## src/pss_pkg.sv

```systemverilog
// Purpose : Constants and types for the system status flag block.
// Assumes : 100 MHz mclk, APB register access, 32-bit data.
// Notes   : Flag image and interrupt status share one bit layout.
package pss_pkg;

   // ===========================================================
   // Clock and timing
   localparam int CLK_PERIOD_NS   = 10;
   localparam int LIMIT_UNIT_NS   = 1000000;   // Limit counts in 1 ms
   localparam int LIMIT_UNIT_CYC  = LIMIT_UNIT_NS / CLK_PERIOD_NS;

   // ===========================================================
   // Register offsets (byte addresses)
   localparam logic [7:0] OFS_FLAGS    = 8'h00;
   localparam logic [7:0] OFS_INT_STAT = 8'h04;
   localparam logic [7:0] OFS_INT_MASK = 8'h08;
   localparam logic [7:0] OFS_LIMIT    = 8'h0c;
   localparam logic [7:0] OFS_SER_DET  = 8'h10;
   localparam logic [7:0] OFS_BLK_DET  = 8'h14;
   localparam logic [7:0] OFS_POS_CTRL = 8'h18;
   localparam logic [7:0] OFS_CLR_SEL  = 8'h1c;
   localparam logic [7:0] OFS_CTRL     = 8'h20;

   // ===========================================================
   // Flag image bit positions
   localparam int FLAG_W      = 11;
   localparam int F_ERR_SUM   = 0;
   localparam int F_BAT_LIVE  = 1;
   localparam int F_BAT_LATCH = 2;
   localparam int F_MOMENT    = 3;
   localparam int F_PWR_INT   = 4;
   localparam int F_AUX_FAIL  = 5;
   localparam int F_SER2      = 6;
   localparam int F_BLK       = 7;
   localparam int F_USB       = 8;
   localparam int F_PARAM     = 9;
   localparam int F_RUN       = 10;

   // CTRL register bits
   localparam int C_BAT_CLR   = 0;
   localparam int C_RUN_REQ   = 1;

   // ===========================================================
   // Widths and reset values
   localparam int DET_W       = 16;
   localparam int LIMIT_W     = 16;
   localparam int NUM_ERR     = 7;
   localparam int NUM_OUT     = 4;
   localparam int SEL_W       = 8;
   localparam logic [LIMIT_W-1:0] LIMIT_RST = 16'h000a;
   localparam logic [FLAG_W-1:0]  MASK_RST  = 11'h000;

   // Supply supervision states
   typedef enum logic [2:0] {
      PW_OK   = 3'b001,
      PW_LOW  = 3'b010,
      PW_STOP = 3'b100
   } pss_pw_t;

endpackage

```

## src/pss_status_flags.sv

```systemverilog
// Purpose : System status and error flag logic with an APB register file.
// Assumes : All inputs synchronous to mclk; srst is the power-up reset.
// Notes   : Flags seen by the program change only on scan_end.
//
// What this block does
// [RL1] Error summary is set while any of seven error inputs is set.
// [RL2] Live battery-low flag follows the battery-low detector exactly.
// [RL3] Latched battery-low flag sets on detection and stays set until a CTRL clear write while the detector is low.
// [RL4] Momentary-interruption flag is high for exactly one scan per event.
// [RL5] Run continues while low-supply time stays within the limit register.
// [RL6] Interruption flag sets; past the limit it clears and run stops.
// [RL7] Supply-failure flag sets when the 24 V auxiliary supply fails.
// [RL8] Channel 2 serial error sets its flag and stores the detail.
// [RL9] Channel 2 serial error flag is cleared only by power-up.
// [RL10] Special block error sets its flag and provides the detail.
// [RL11] Program drives per-output interrupt commands to the positioning.
// [RL12] Program enables per-output clear signal with a selected output.
// [RL13] Flag image updates only at scan boundaries.
//
// Decided for this implementation: the APB register port and the register addresses.
`timescale 1ns/10ps
module pss_status_flags
   import pss_pkg::*;
#(
   parameter int TICK_CYC = LIMIT_UNIT_CYC
) (
   input  wire logic                      mclk,
   input  wire logic                      srst,
   input  wire logic                      psel,
   input  wire logic                      penable,
   input  wire logic                      pwrite,
   input  wire logic [7:0]                paddr,
   input  wire logic [31:0]               pwdata,
   output logic      [31:0]               prdata,
   output logic                           pready,
   output logic                           pslverr,
   input  wire logic                      scan_end,
   input  wire logic [NUM_ERR-1:0]        err_in,
   input  wire logic                      battery_low_in,
   input  wire logic                      supply_low_in,
   input  wire logic                      aux_supply_fail_in,
   input  wire logic                      serial_err_ch2_in,
   input  wire logic [DET_W-1:0]          serial_err_ch2_code,
   input  wire logic                      special_block_err_in,
   input  wire logic [DET_W-1:0]          special_block_err_code,
   input  wire logic                      usb_err_in,
   input  wire logic                      special_param_err_in,
   output logic                           error_summary_flag,
   output logic                           battery_low_live_flag,
   output logic                           battery_low_latched_flag,
   output logic                           momentary_interrupt_pulse,
   output logic                           power_interrupt_flag,
   output logic                           aux_supply_fail_flag,
   output logic                           serial_error_ch2_flag,
   output logic                           special_block_error_flag,
   output logic                           usb_error_flag,
   output logic                           special_param_error_flag,
   output logic                           run_monitor_flag,
   output logic      [NUM_OUT-1:0]        user_interrupt_cmd_out,
   output logic      [NUM_OUT-1:0]        clear_signal_spec_enable_out,
   output logic      [NUM_OUT*SEL_W-1:0]  clear_signal_select,
   output logic                           irq
);

   // ===========================================================
   // Elaboration checks
   localparam int BUS_W = 32;

   // A tick count below two leaves no room for the wrap compare
   if (TICK_CYC < 2) begin : g_chk
      $error("TICK_CYC must be at least 2");
   end
   if (NUM_ERR < 1) begin : g_chk_err
      $error("At least one error input feeds the summary");
   end
   if (FLAG_W > BUS_W) begin : g_chk_flag
      $error("Flag image must fit one bus word");
   end
   if (F_RUN >= FLAG_W || F_PARAM >= FLAG_W) begin : g_chk_bits
      $error("Flag bit positions must lie inside the image");
   end
   if (2 * NUM_OUT > BUS_W || NUM_OUT * SEL_W > BUS_W) begin : g_chk_out
      $error("Positioning fields must fit one bus word");
   end
   if (LIMIT_W > BUS_W || DET_W > BUS_W) begin : g_chk_word
      $error("Limit and detail registers must fit one bus word");
   end
   if (C_BAT_CLR == C_RUN_REQ) begin : g_chk_ctrl
      $error("Control bits must be distinct");
   end

   localparam int TW = $clog2(TICK_CYC);

   // ===========================================================
   // State
   typedef struct packed {
      logic [FLAG_W-1:0]        img;
      logic                     bat_latch;
      logic                     moment_pend;
      logic                     pwr_flag;
      logic                     ser_flag;
      logic                     blk_flag;
      logic                     run;
      pss_pw_t                  pw;
      logic [TW-1:0]            tick;
      logic [LIMIT_W:0]         ms_cnt;
      logic [DET_W-1:0]         ser_det;
      logic [DET_W-1:0]         blk_det;
      logic [LIMIT_W-1:0]       limit;
      logic [FLAG_W-1:0]        int_stat;
      logic [FLAG_W-1:0]        int_mask;
      logic [NUM_OUT-1:0]       cmd;
      logic [NUM_OUT-1:0]       clr_en;
      logic [NUM_OUT*SEL_W-1:0] clr_sel;
      logic [31:0]              rdata;
      logic                     ready;
      logic                     slverr;
      logic                     irq;
   } pss_state_t;

   pss_state_t q, d;

   logic              acc;
   logic              wr;
   logic [FLAG_W-1:0] live;
   logic [FLAG_W-1:0] events;
   logic              mapped;

   // ===========================================================
   // Next state
   always_comb begin
      d      = q;
      acc    = psel && penable && q.ready;
      wr     = acc && pwrite;
      mapped = 1'b0;
      events = '0;

      // ========================================================
      // Supply supervision; the limit is counted in whole units
      case (q.pw)
         PW_OK: begin
            if (supply_low_in) begin
               d.pw          = PW_LOW;
               d.pwr_flag    = 1'b1;                          // [RL6]
               d.moment_pend = 1'b1;                          // [RL4]
               d.tick        = '0;
               d.ms_cnt      = '0;
            end
         end
         PW_LOW: begin
            if (!supply_low_in) begin
               d.pw       = PW_OK;                            // [RL5]
               d.pwr_flag = 1'b0;
            // Stop once the count passes the limit, i.e. limit+1 units
            end else if (q.ms_cnt > {1'b0, q.limit}) begin
               d.pw       = PW_STOP;
               d.pwr_flag = 1'b0;                             // [RL6]
               d.run      = 1'b0;                             // [RL6]
            end else if (q.tick == TW'(TICK_CYC - 1)) begin
               d.tick   = '0;
               d.ms_cnt = q.ms_cnt + (LIMIT_W+1)'(1);
            end else begin
               d.tick = q.tick + TW'(1);
            end
         end
         PW_STOP: begin
            // Recovery re-arms supervision; run waits for software
            if (!supply_low_in) begin
               d.pw = PW_OK;
            end
         end
         default: begin
            d.pw = PW_OK;
         end
      endcase

      // ========================================================
      // Sticky captures; only power-up clears serial and block flags
      if (battery_low_in) begin
         d.bat_latch = 1'b1;                                  // [RL3]
      end
      if (serial_err_ch2_in) begin
         d.ser_flag = 1'b1;                                   // [RL8]
         d.ser_det  = serial_err_ch2_code;                    // [RL8]
      end
      if (special_block_err_in) begin
         d.blk_flag = 1'b1;                                   // [RL10]
         d.blk_det  = special_block_err_code;                 // [RL10]
      end

      // ========================================================
      // Live image as the program would see it now
      live              = '0;
      live[F_ERR_SUM]   = |err_in;                            // [RL1]
      live[F_BAT_LIVE]  = battery_low_in;                     // [RL2]
      live[F_BAT_LATCH] = q.bat_latch;
      live[F_MOMENT]    = q.moment_pend;
      live[F_PWR_INT]   = q.pwr_flag;
      live[F_AUX_FAIL]  = aux_supply_fail_in;                 // [RL7]
      live[F_SER2]      = q.ser_flag;
      live[F_BLK]       = q.blk_flag;
      live[F_USB]       = usb_err_in;
      live[F_PARAM]     = special_param_err_in;
      live[F_RUN]       = q.run;

      // ========================================================
      // Image refresh at scan end; a pulse pending then is shown once.
      // A drop on the boundary cycle itself keeps its pulse for later.
      if (scan_end) begin
         d.img = live;                                        // [RL13]
         if (!(q.pw == PW_OK && supply_low_in)) begin
            d.moment_pend = 1'b0;                             // [RL4]
         end
         // Interrupt status records rising image bits only
         events = live & ~q.img;
      end

      // ========================================================
      // APB: no wait state, data prepared during setup
      // Read data is frozen in setup, so a boundary cannot tear it
      d.ready  = psel && !penable && !q.ready;
      d.slverr = 1'b0;
      if (psel && !penable) begin
         d.rdata = '0;
         mapped  = 1'b1;
         case (paddr)
            OFS_FLAGS:    d.rdata[FLAG_W-1:0]     = q.img;
            OFS_INT_STAT: d.rdata[FLAG_W-1:0]     = q.int_stat;
            OFS_INT_MASK: d.rdata[FLAG_W-1:0]     = q.int_mask;
            OFS_LIMIT:    d.rdata[LIMIT_W-1:0]    = q.limit;
            OFS_SER_DET:  d.rdata[DET_W-1:0]      = q.ser_det;
            OFS_BLK_DET:  d.rdata[DET_W-1:0]      = q.blk_det;
            OFS_POS_CTRL: d.rdata[2*NUM_OUT-1:0]  = {q.clr_en, q.cmd};
            OFS_CLR_SEL:  d.rdata[NUM_OUT*SEL_W-1:0] = q.clr_sel;
            OFS_CTRL:     d.rdata[C_RUN_REQ]      = q.run;
            default:      mapped                  = 1'b0;
         endcase
         d.slverr = !mapped;
      end

      // ========================================================
      // Register writes
      // Set wins over a write-one clear in the same cycle
      d.int_stat = q.int_stat | events;
      if (wr) begin
         case (paddr)
            OFS_INT_STAT: begin
               d.int_stat = (q.int_stat & ~pwdata[FLAG_W-1:0]) | events;
            end
            OFS_INT_MASK: d.int_mask = pwdata[FLAG_W-1:0];
            OFS_LIMIT:    d.limit    = pwdata[LIMIT_W-1:0];
            OFS_POS_CTRL: begin
               d.cmd    = pwdata[NUM_OUT-1:0];                // [RL11]
               d.clr_en = pwdata[2*NUM_OUT-1:NUM_OUT];        // [RL12]
            end
            OFS_CLR_SEL:  d.clr_sel = pwdata[NUM_OUT*SEL_W-1:0]; // [RL12]
            OFS_CTRL: begin
               if (pwdata[C_BAT_CLR] && !battery_low_in) begin
                  d.bat_latch = 1'b0;                         // [RL3]
               end
               if (pwdata[C_RUN_REQ] && q.pw == PW_OK) begin
                  d.run = 1'b1;
               end
            end
            default: begin
            end
         endcase
      end

      // From next state, so irq follows a mask write on the same edge
      d.irq = |(d.int_stat & d.int_mask);
   end

   // ===========================================================
   // Registers; reset is the power-up event
   always_ff @(posedge mclk) begin
      if (srst) begin
         q          <= '0;
         q.pw       <= PW_OK;
         // Named apart so the power-up clear of this flag stays explicit
         q.ser_flag <= 1'b0;                                  // [RL9]
         q.limit    <= LIMIT_RST;
         q.int_mask <= MASK_RST;
      end else begin
         q <= d;
      end
   end

   // ===========================================================
   // Outputs
   // Flag outputs are image bits, never live values
   assign prdata                       = q.rdata;
   assign pready                       = q.ready;
   assign pslverr                      = q.slverr;
   assign error_summary_flag           = q.img[F_ERR_SUM];
   assign battery_low_live_flag        = q.img[F_BAT_LIVE];
   assign battery_low_latched_flag     = q.img[F_BAT_LATCH];
   assign momentary_interrupt_pulse    = q.img[F_MOMENT];
   assign power_interrupt_flag         = q.img[F_PWR_INT];
   assign aux_supply_fail_flag         = q.img[F_AUX_FAIL];
   assign serial_error_ch2_flag        = q.img[F_SER2];
   assign special_block_error_flag     = q.img[F_BLK];
   assign usb_error_flag               = q.img[F_USB];
   assign special_param_error_flag     = q.img[F_PARAM];
   assign run_monitor_flag             = q.img[F_RUN];
   assign user_interrupt_cmd_out       = q.cmd;
   assign clear_signal_spec_enable_out = q.clr_en;
   assign clear_signal_select          = q.clr_sel;
   assign irq                          = q.irq;

endmodule
```

## config.mk

```make
export PLATFORM = sky130hd
export DESIGN_NAME = pss_status_flags
export DESIGN_NICKNAME = d
export VERILOG_FILES = /design/src/pss_pkg.sv /design/src/pss_status_flags.sv
export SDC_FILE = /design/constraint.sdc
export NUM_CORES = 1
export LEC_CHECK = 0
export BUFFER_PORTS_ARGS = -buffer_cell sky130_fd_sc_hd__buf_2
export CORE_MARGIN = 1.5
export CORE_UTILIZATION = 40
export CTS_CLUSTER_DIAMETER = 200
export DETAILED_ROUTE_END_ITERATION = 10
export MAX_ROUTING_LAYER = met4
export PLACE_DENSITY_LB_ADDON = 0.1
export SETUP_SLACK_MARGIN = 0.3
export SLEW_MARGIN = 20
export SYNTH_ARGS = -nofsm -noshare
export SYNTH_HDL_FRONTEND = slang
export SYNTH_SLANG_ARGS = --single-unit
```

## constraint.sdc

```tcl
create_clock -name mclk -period 2.9 [get_ports mclk]
set_clock_uncertainty 0.05 [all_clocks]
set_input_delay 0.58 -clock mclk [delete_from_list [all_inputs] [get_ports mclk]]
set_output_delay 0.58 -clock mclk [all_outputs]
set_load 0.01 [all_outputs]
```

Word level (Yosys, flattened, before mapping) --
Cells that the tools add are included. W data, S select, Z words.
Word-level totals: word-level logic and storage cells 116, output and inout port bits 86, bits of input ports 92, register bits 199
Operators by class: reductions and logical operators 25, mux-type cells 40, add/subtract/negate cells 2, equality and inequality tests 18, magnitude comparators 1, bitwise gates (word level) 8
Operator list (count):
- $mux W34 | 2
- $pmux W34 S2 | 1
- $mux W62 | 1
- $pmux W6 S8 | 1
- $mux W37 | 1
- $add A17 B1 Y17 const B | 2
- $mux W17 | 2
- $and A11 B11 Y11 | 3
- $mux W11 | 3
- $eq A8 B5 Y1 const B | 4
- $mux W32 | 1
- $not A11 Y11 | 2
- $or A11 B11 Y11 | 2
- $pmux W3 S7 | 1
- $pmux W5 S4 | 1
- $eq A17 B17 Y1 const B | 1
- $gt A17 B16 Y1 | 1
- $eq A8 B4 Y1 const B | 2
- $mux W1 | 16
- $mux W16 | 1
- $reduce_or A11 Y1 | 1
- $ne A2 B2 Y1 const B | 5
- $pmux W1 S9 | 1
- $pmux W3 S3 | 1
- other kinds (24) | 38

Longest topological paths before layout --
word-level depth 8, gate-level depth with buffers 10, mapped depth without buffers 8

Least setup slack after synthesis --
No wires, ideal clock.
path kind input to register, start input paddr[7], end register q, in the netlist clear_signal_spec_enable_out[0], path slack 0.283 ns, stages 9, arrival 2.439 ns, required time 2.722 ns, setup time 0.128 ns, path buffers 3, cells stage by stage or4_1 > clkbuf_1 > nor2_1 > and4b_1 > clkbuf_1 > and2_1 > buf_2 > mux2i_1 > nor2_1
On the way: word-level cells in the longest chain between the ends 2
RTL lines:
- from (decl) | line pss_status_flags.sv:32 | input wire logic [7:0] paddr,
- $eq A8 B5 Y1 | line pss_status_flags.sv:246 | case (paddr)
- $reduce_and A2 Y1 (no line)
- to (decl) | line pss_status_flags.sv:121 | pss_state_t q, d;
No other way between the ends. A chain may end at the register's enable or synchronous reset.

Final worst setup path --
start register q[100] (netlist name), end register q[152] (netlist name)
On the way: word-level cells in the longest chain between the ends 3
RTL lines:
- $gt A17 B16 Y1 | line pss_status_flags.sv:155 | end else if (q.ms_cnt > {1'b0, q.limit}) begin
- $ne A2 B2 Y1 (no line)
- $reduce_and A5 Y1 (no line)
No other way between the ends.

==> summary.md <==
| Metric | Value |
|---|---|
| Crit-path max cell delay | `550 ps` |
| CTS Buffer Depth | `2` |
| Crit path max fanout | `14` |
| # setup viols final | `0` |
| Dpl hpwl | `20500 um` |
| Critical path endpoint category | `register` |
| Iteration-0 DRC Markers | `804` |
| Slew Limit Fails | `0` |
| Antenna violations before repair | `0` |
| Sequential fraction of the synthesis area | `41.9%` |
| Die width | `157 um` |
| Global placer's final weighted congestion | `0.863` |
| Final hold slack | `307 ps` |
| Ports | `178` |
| Largest net degree at the start of global routing | `85` |
| Final period util | `89.1%` |
| Ys async rst share | `0%` |
| Grt total ovfl | `0` |
| Final wirelength | `28800 um` |
| First-pass GRT wire length | `43900 um` |
| Most common cell after layout, fill and taps aside | `dfxtp_1` |
| Gr usage total | `23.7%` |
| H-tree Lvls | `4` |
| TNS Setup | `0 ps` |
| Die area | `24700 um^2` |
| Worst path buffer plus inverter count | `3` |
| Pwr dens | `496 nW/um^2` |
| Largest delay share family, worst path | `simple AND/OR/NAND/NOR gates` |
| Clock buffer count from CTS | `17` |
| Vias in the first global route | `7942` |
| Outcome | `complete, no violations` |
| Commonest non-fill, non-tap cells in the layout | `dfxtp_1, buf_2, nand2_1, a21oi_1, nor2_1` |
| Slew @ Worst Pin | `929 ps` |
| Critical path data required time | `3220 ps` |
| CTS Sinks | `199` |
| Slew headroom | `38.0%` |
| Final hold violations | `0` |
| Worst Hold Class | `input pin to register` |
| Worst Path Class, Setup | `register to register` |
| CP max-delay cell | `or4_1` |
| Vias/cell | `5.38` |
| Post-synth EDFFs | `0` |
| ANT cells | `0` |
| Clk_lat worst skew | `450 ps` |
| Initial Util | `40.6%` |
| Number of max-cap violations | `0` |
| Min cycle time layout | `2580 ps` |
| Height of the die | `157 um` |
| Syn_nets | `1263` |
| FF+latch count, synth | `199` |
| Placed cells | `1550` |
| Syn-to-layout area delta | `21.8%` |
| Final Net Count | `1384` |
| Routed len/inst | `17.9 um` |
| RSZ-0062 raised after global routing | `no` |
| Residual DRC | `0` |
| Non-filler cells, final | `1606` |
| Layout cells sized above 1 | `28.4%` |
| Main flop type after synthesis | `dfxtp_1` |
| Vias | `8641` |
| Synth unique cells | `68` |
| Lkg Pwr | `4.55 nW` |
| Core Rows | `56` |
| Synthesized area | `9510 um^2` |
| Port bufs | `177` |
| Syn Inst Count | `1153` |
| FMAX | `387 MHz` |
| Hold_buf cts | `0` |
| Root Buffer | `clkbuf_16` |
| DRT Pass-1 Iters | `7` |
| Worst VDD drop | `0.000279 V` |
| Core box area | `23400 um^2` |
| Crit-path cells | `inv_1, ha_4, nand4_1, nor4_4, buf_4, a31oi_4, o21a_4, buf_12, or4_1, a21oi_2` |
| Worst EP arrival | `2910 ps` |
| Yosys Warn Count | `0` |
| CTS tree | `built` |
| Design Power | `5.75 mW` |
| Clk slew on worst S/H paths | `90 ps` |
| CP startpoint kind | `register` |
| Mapped Avg Cell Area | `8.25 um^2` |
| ANT nets after route | `0` |
## worst reg2reg max path: cells and delay by family, from the launching register on
kind | cells | cell delay [ps]
and+or+nand+nor | 3 | 1040
adders and majority gates | 1 | 280
buffers and inverters | 3 | 390
AOI/OAI and AO/OA | 3 | 410
DFF | 1 | 330
## power by group
part	total [mW]	internal (mW)	switching (mW)	leakage, nW
combinational	0.428	0.169	0.260	2.62
clock	2.48	1.22	1.27	0.305
sequential	2.84	2.79	0.0446	1.63
total	5.75	4.18	1.57	4.55
## logic make-up (layout without fill, tap and decap cells)
group,count (synthesis),after routing,share of synthesized area (%)
compound gates,289,290,19.0
fa+ha+maj,18,18,2.37
buf+inv,174,307,10.0
mux,64,64,6.73
flops,199,199,41.9
simple gates,409,409,20.1
## registers in the layout (all words and copies together), names as in the netlist
name and count:
prdata 32, battery_low_live_flag 1, momentary_interrupt_pulse 1, aux_supply_fail_flag 1, user_interrupt_cmd_out 4, clear_signal_spec_enable_out 4
power_interrupt_flag 1, usb_error_flag 1, battery_low_latched_flag 1, pready 1, irq 1, q 107
clear_signal_select 32, error_summary_flag 1, serial_error_ch2_flag 1, live 6, pslverr 1, special_block_error_flag 1
run_monitor_flag 1, special_param_error_flag 1
## Yosys cell counts, drive strengths merged (2+ instances only)
cell / n / area share, %
a21boi: 2 / 0.16
a32o: 2 / 0.21
a311oi: 2 / 0.18
clkbuf: 56 / 2.2
and2: 8 / 0.53
a31oi: 13 / 0.85
nand3: 37 / 1.9
or2: 3 / 0.20
buf: 89 / 6.7
mux2i: 64 / 6.7
a21o: 2 / 0.16
o31a: 2 / 0.20
nand4: 14 / 0.92
a32oi: 7 / 0.64
dfxtp: 199 / 42
or4: 16 / 1.3
a211oi: 7 / 0.55
nor3: 16 / 0.84
o32ai: 4 / 0.37
nor4: 11 / 0.99
a21oi: 140 / 7.4
nand2b: 5 / 0.33
o21ai: 43 / 2.3
a22oi: 10 / 0.79
nor4b: 2 / 0.18
o31ai: 15 / 1.3
ha: 18 / 2.4
o22ai: 2 / 0.13
o22a: 2 / 0.18
o211a: 2 / 0.21
o2111ai: 2 / 0.25
a221oi: 6 / 0.55
nor3b: 3 / 0.29
nor2b: 5 / 0.33
and3: 4 / 0.26
o21a: 6 / 0.47
inv: 29 / 1.1
and4: 3 / 0.29
a222oi: 11 / 1.2
nor2: 100 / 3.9
o211ai: 3 / 0.29
nand2: 169 / 6.7
or3: 9 / 0.62
## cell type report
cell class | instances | area (um^2)
fill | 2324 | 11800
multi-input combinational | 781 | 4910
sequential | 199 | 4010
timing repair buffer | 246 | 1520
clock buffer | 18 | 439
tap | 319 | 399
clock inverter | 14 | 193
inverter | 29 | 109
## per-stage QoR
step | cell area [um^2] | setup slack [ps] | utilization [%]
3_5_place_dp | 10400 | 111 | 44.3
2_1_floorplan | 9510 | 375 | -
5_1_grt | 11600 | 249 | 49.5
3_3_place_gp | 10400 | 129 | 44.3
4_1_cts | 11100 | 312 | 47.5
6_report | 11600 | 317 | 49.5
## worst paths after layout
check	from	end	slack [ps]	cells after the start
worst min register to register	prdata[28]	prdata[28]	400	2
worst max-delay path	q[100]	q[152]	320	10
worst max register to register	q[100]	q[152]	320	10
worst min-delay path	serial_err_ch2_code[14]	q[143]	310	3
## routing by layer
metal	global-route usage, %	wire [um]	up-vias
met1	31.4	13600	4057
met2	36.8	13100	270
li1	-	-	4275
met4	7.91	651	0
met3	3.96	1490	39
met5	-	0	-
## timing repair
action | CTS | global route
pin swaps | 7 | 28
gates resized for setup | 12 | 66
gates cloned | 0 | 3
buffers inserted | 3 | 18
endpoints found under the setup margin | 33 | 31
(Power assumes the default switching activity.)
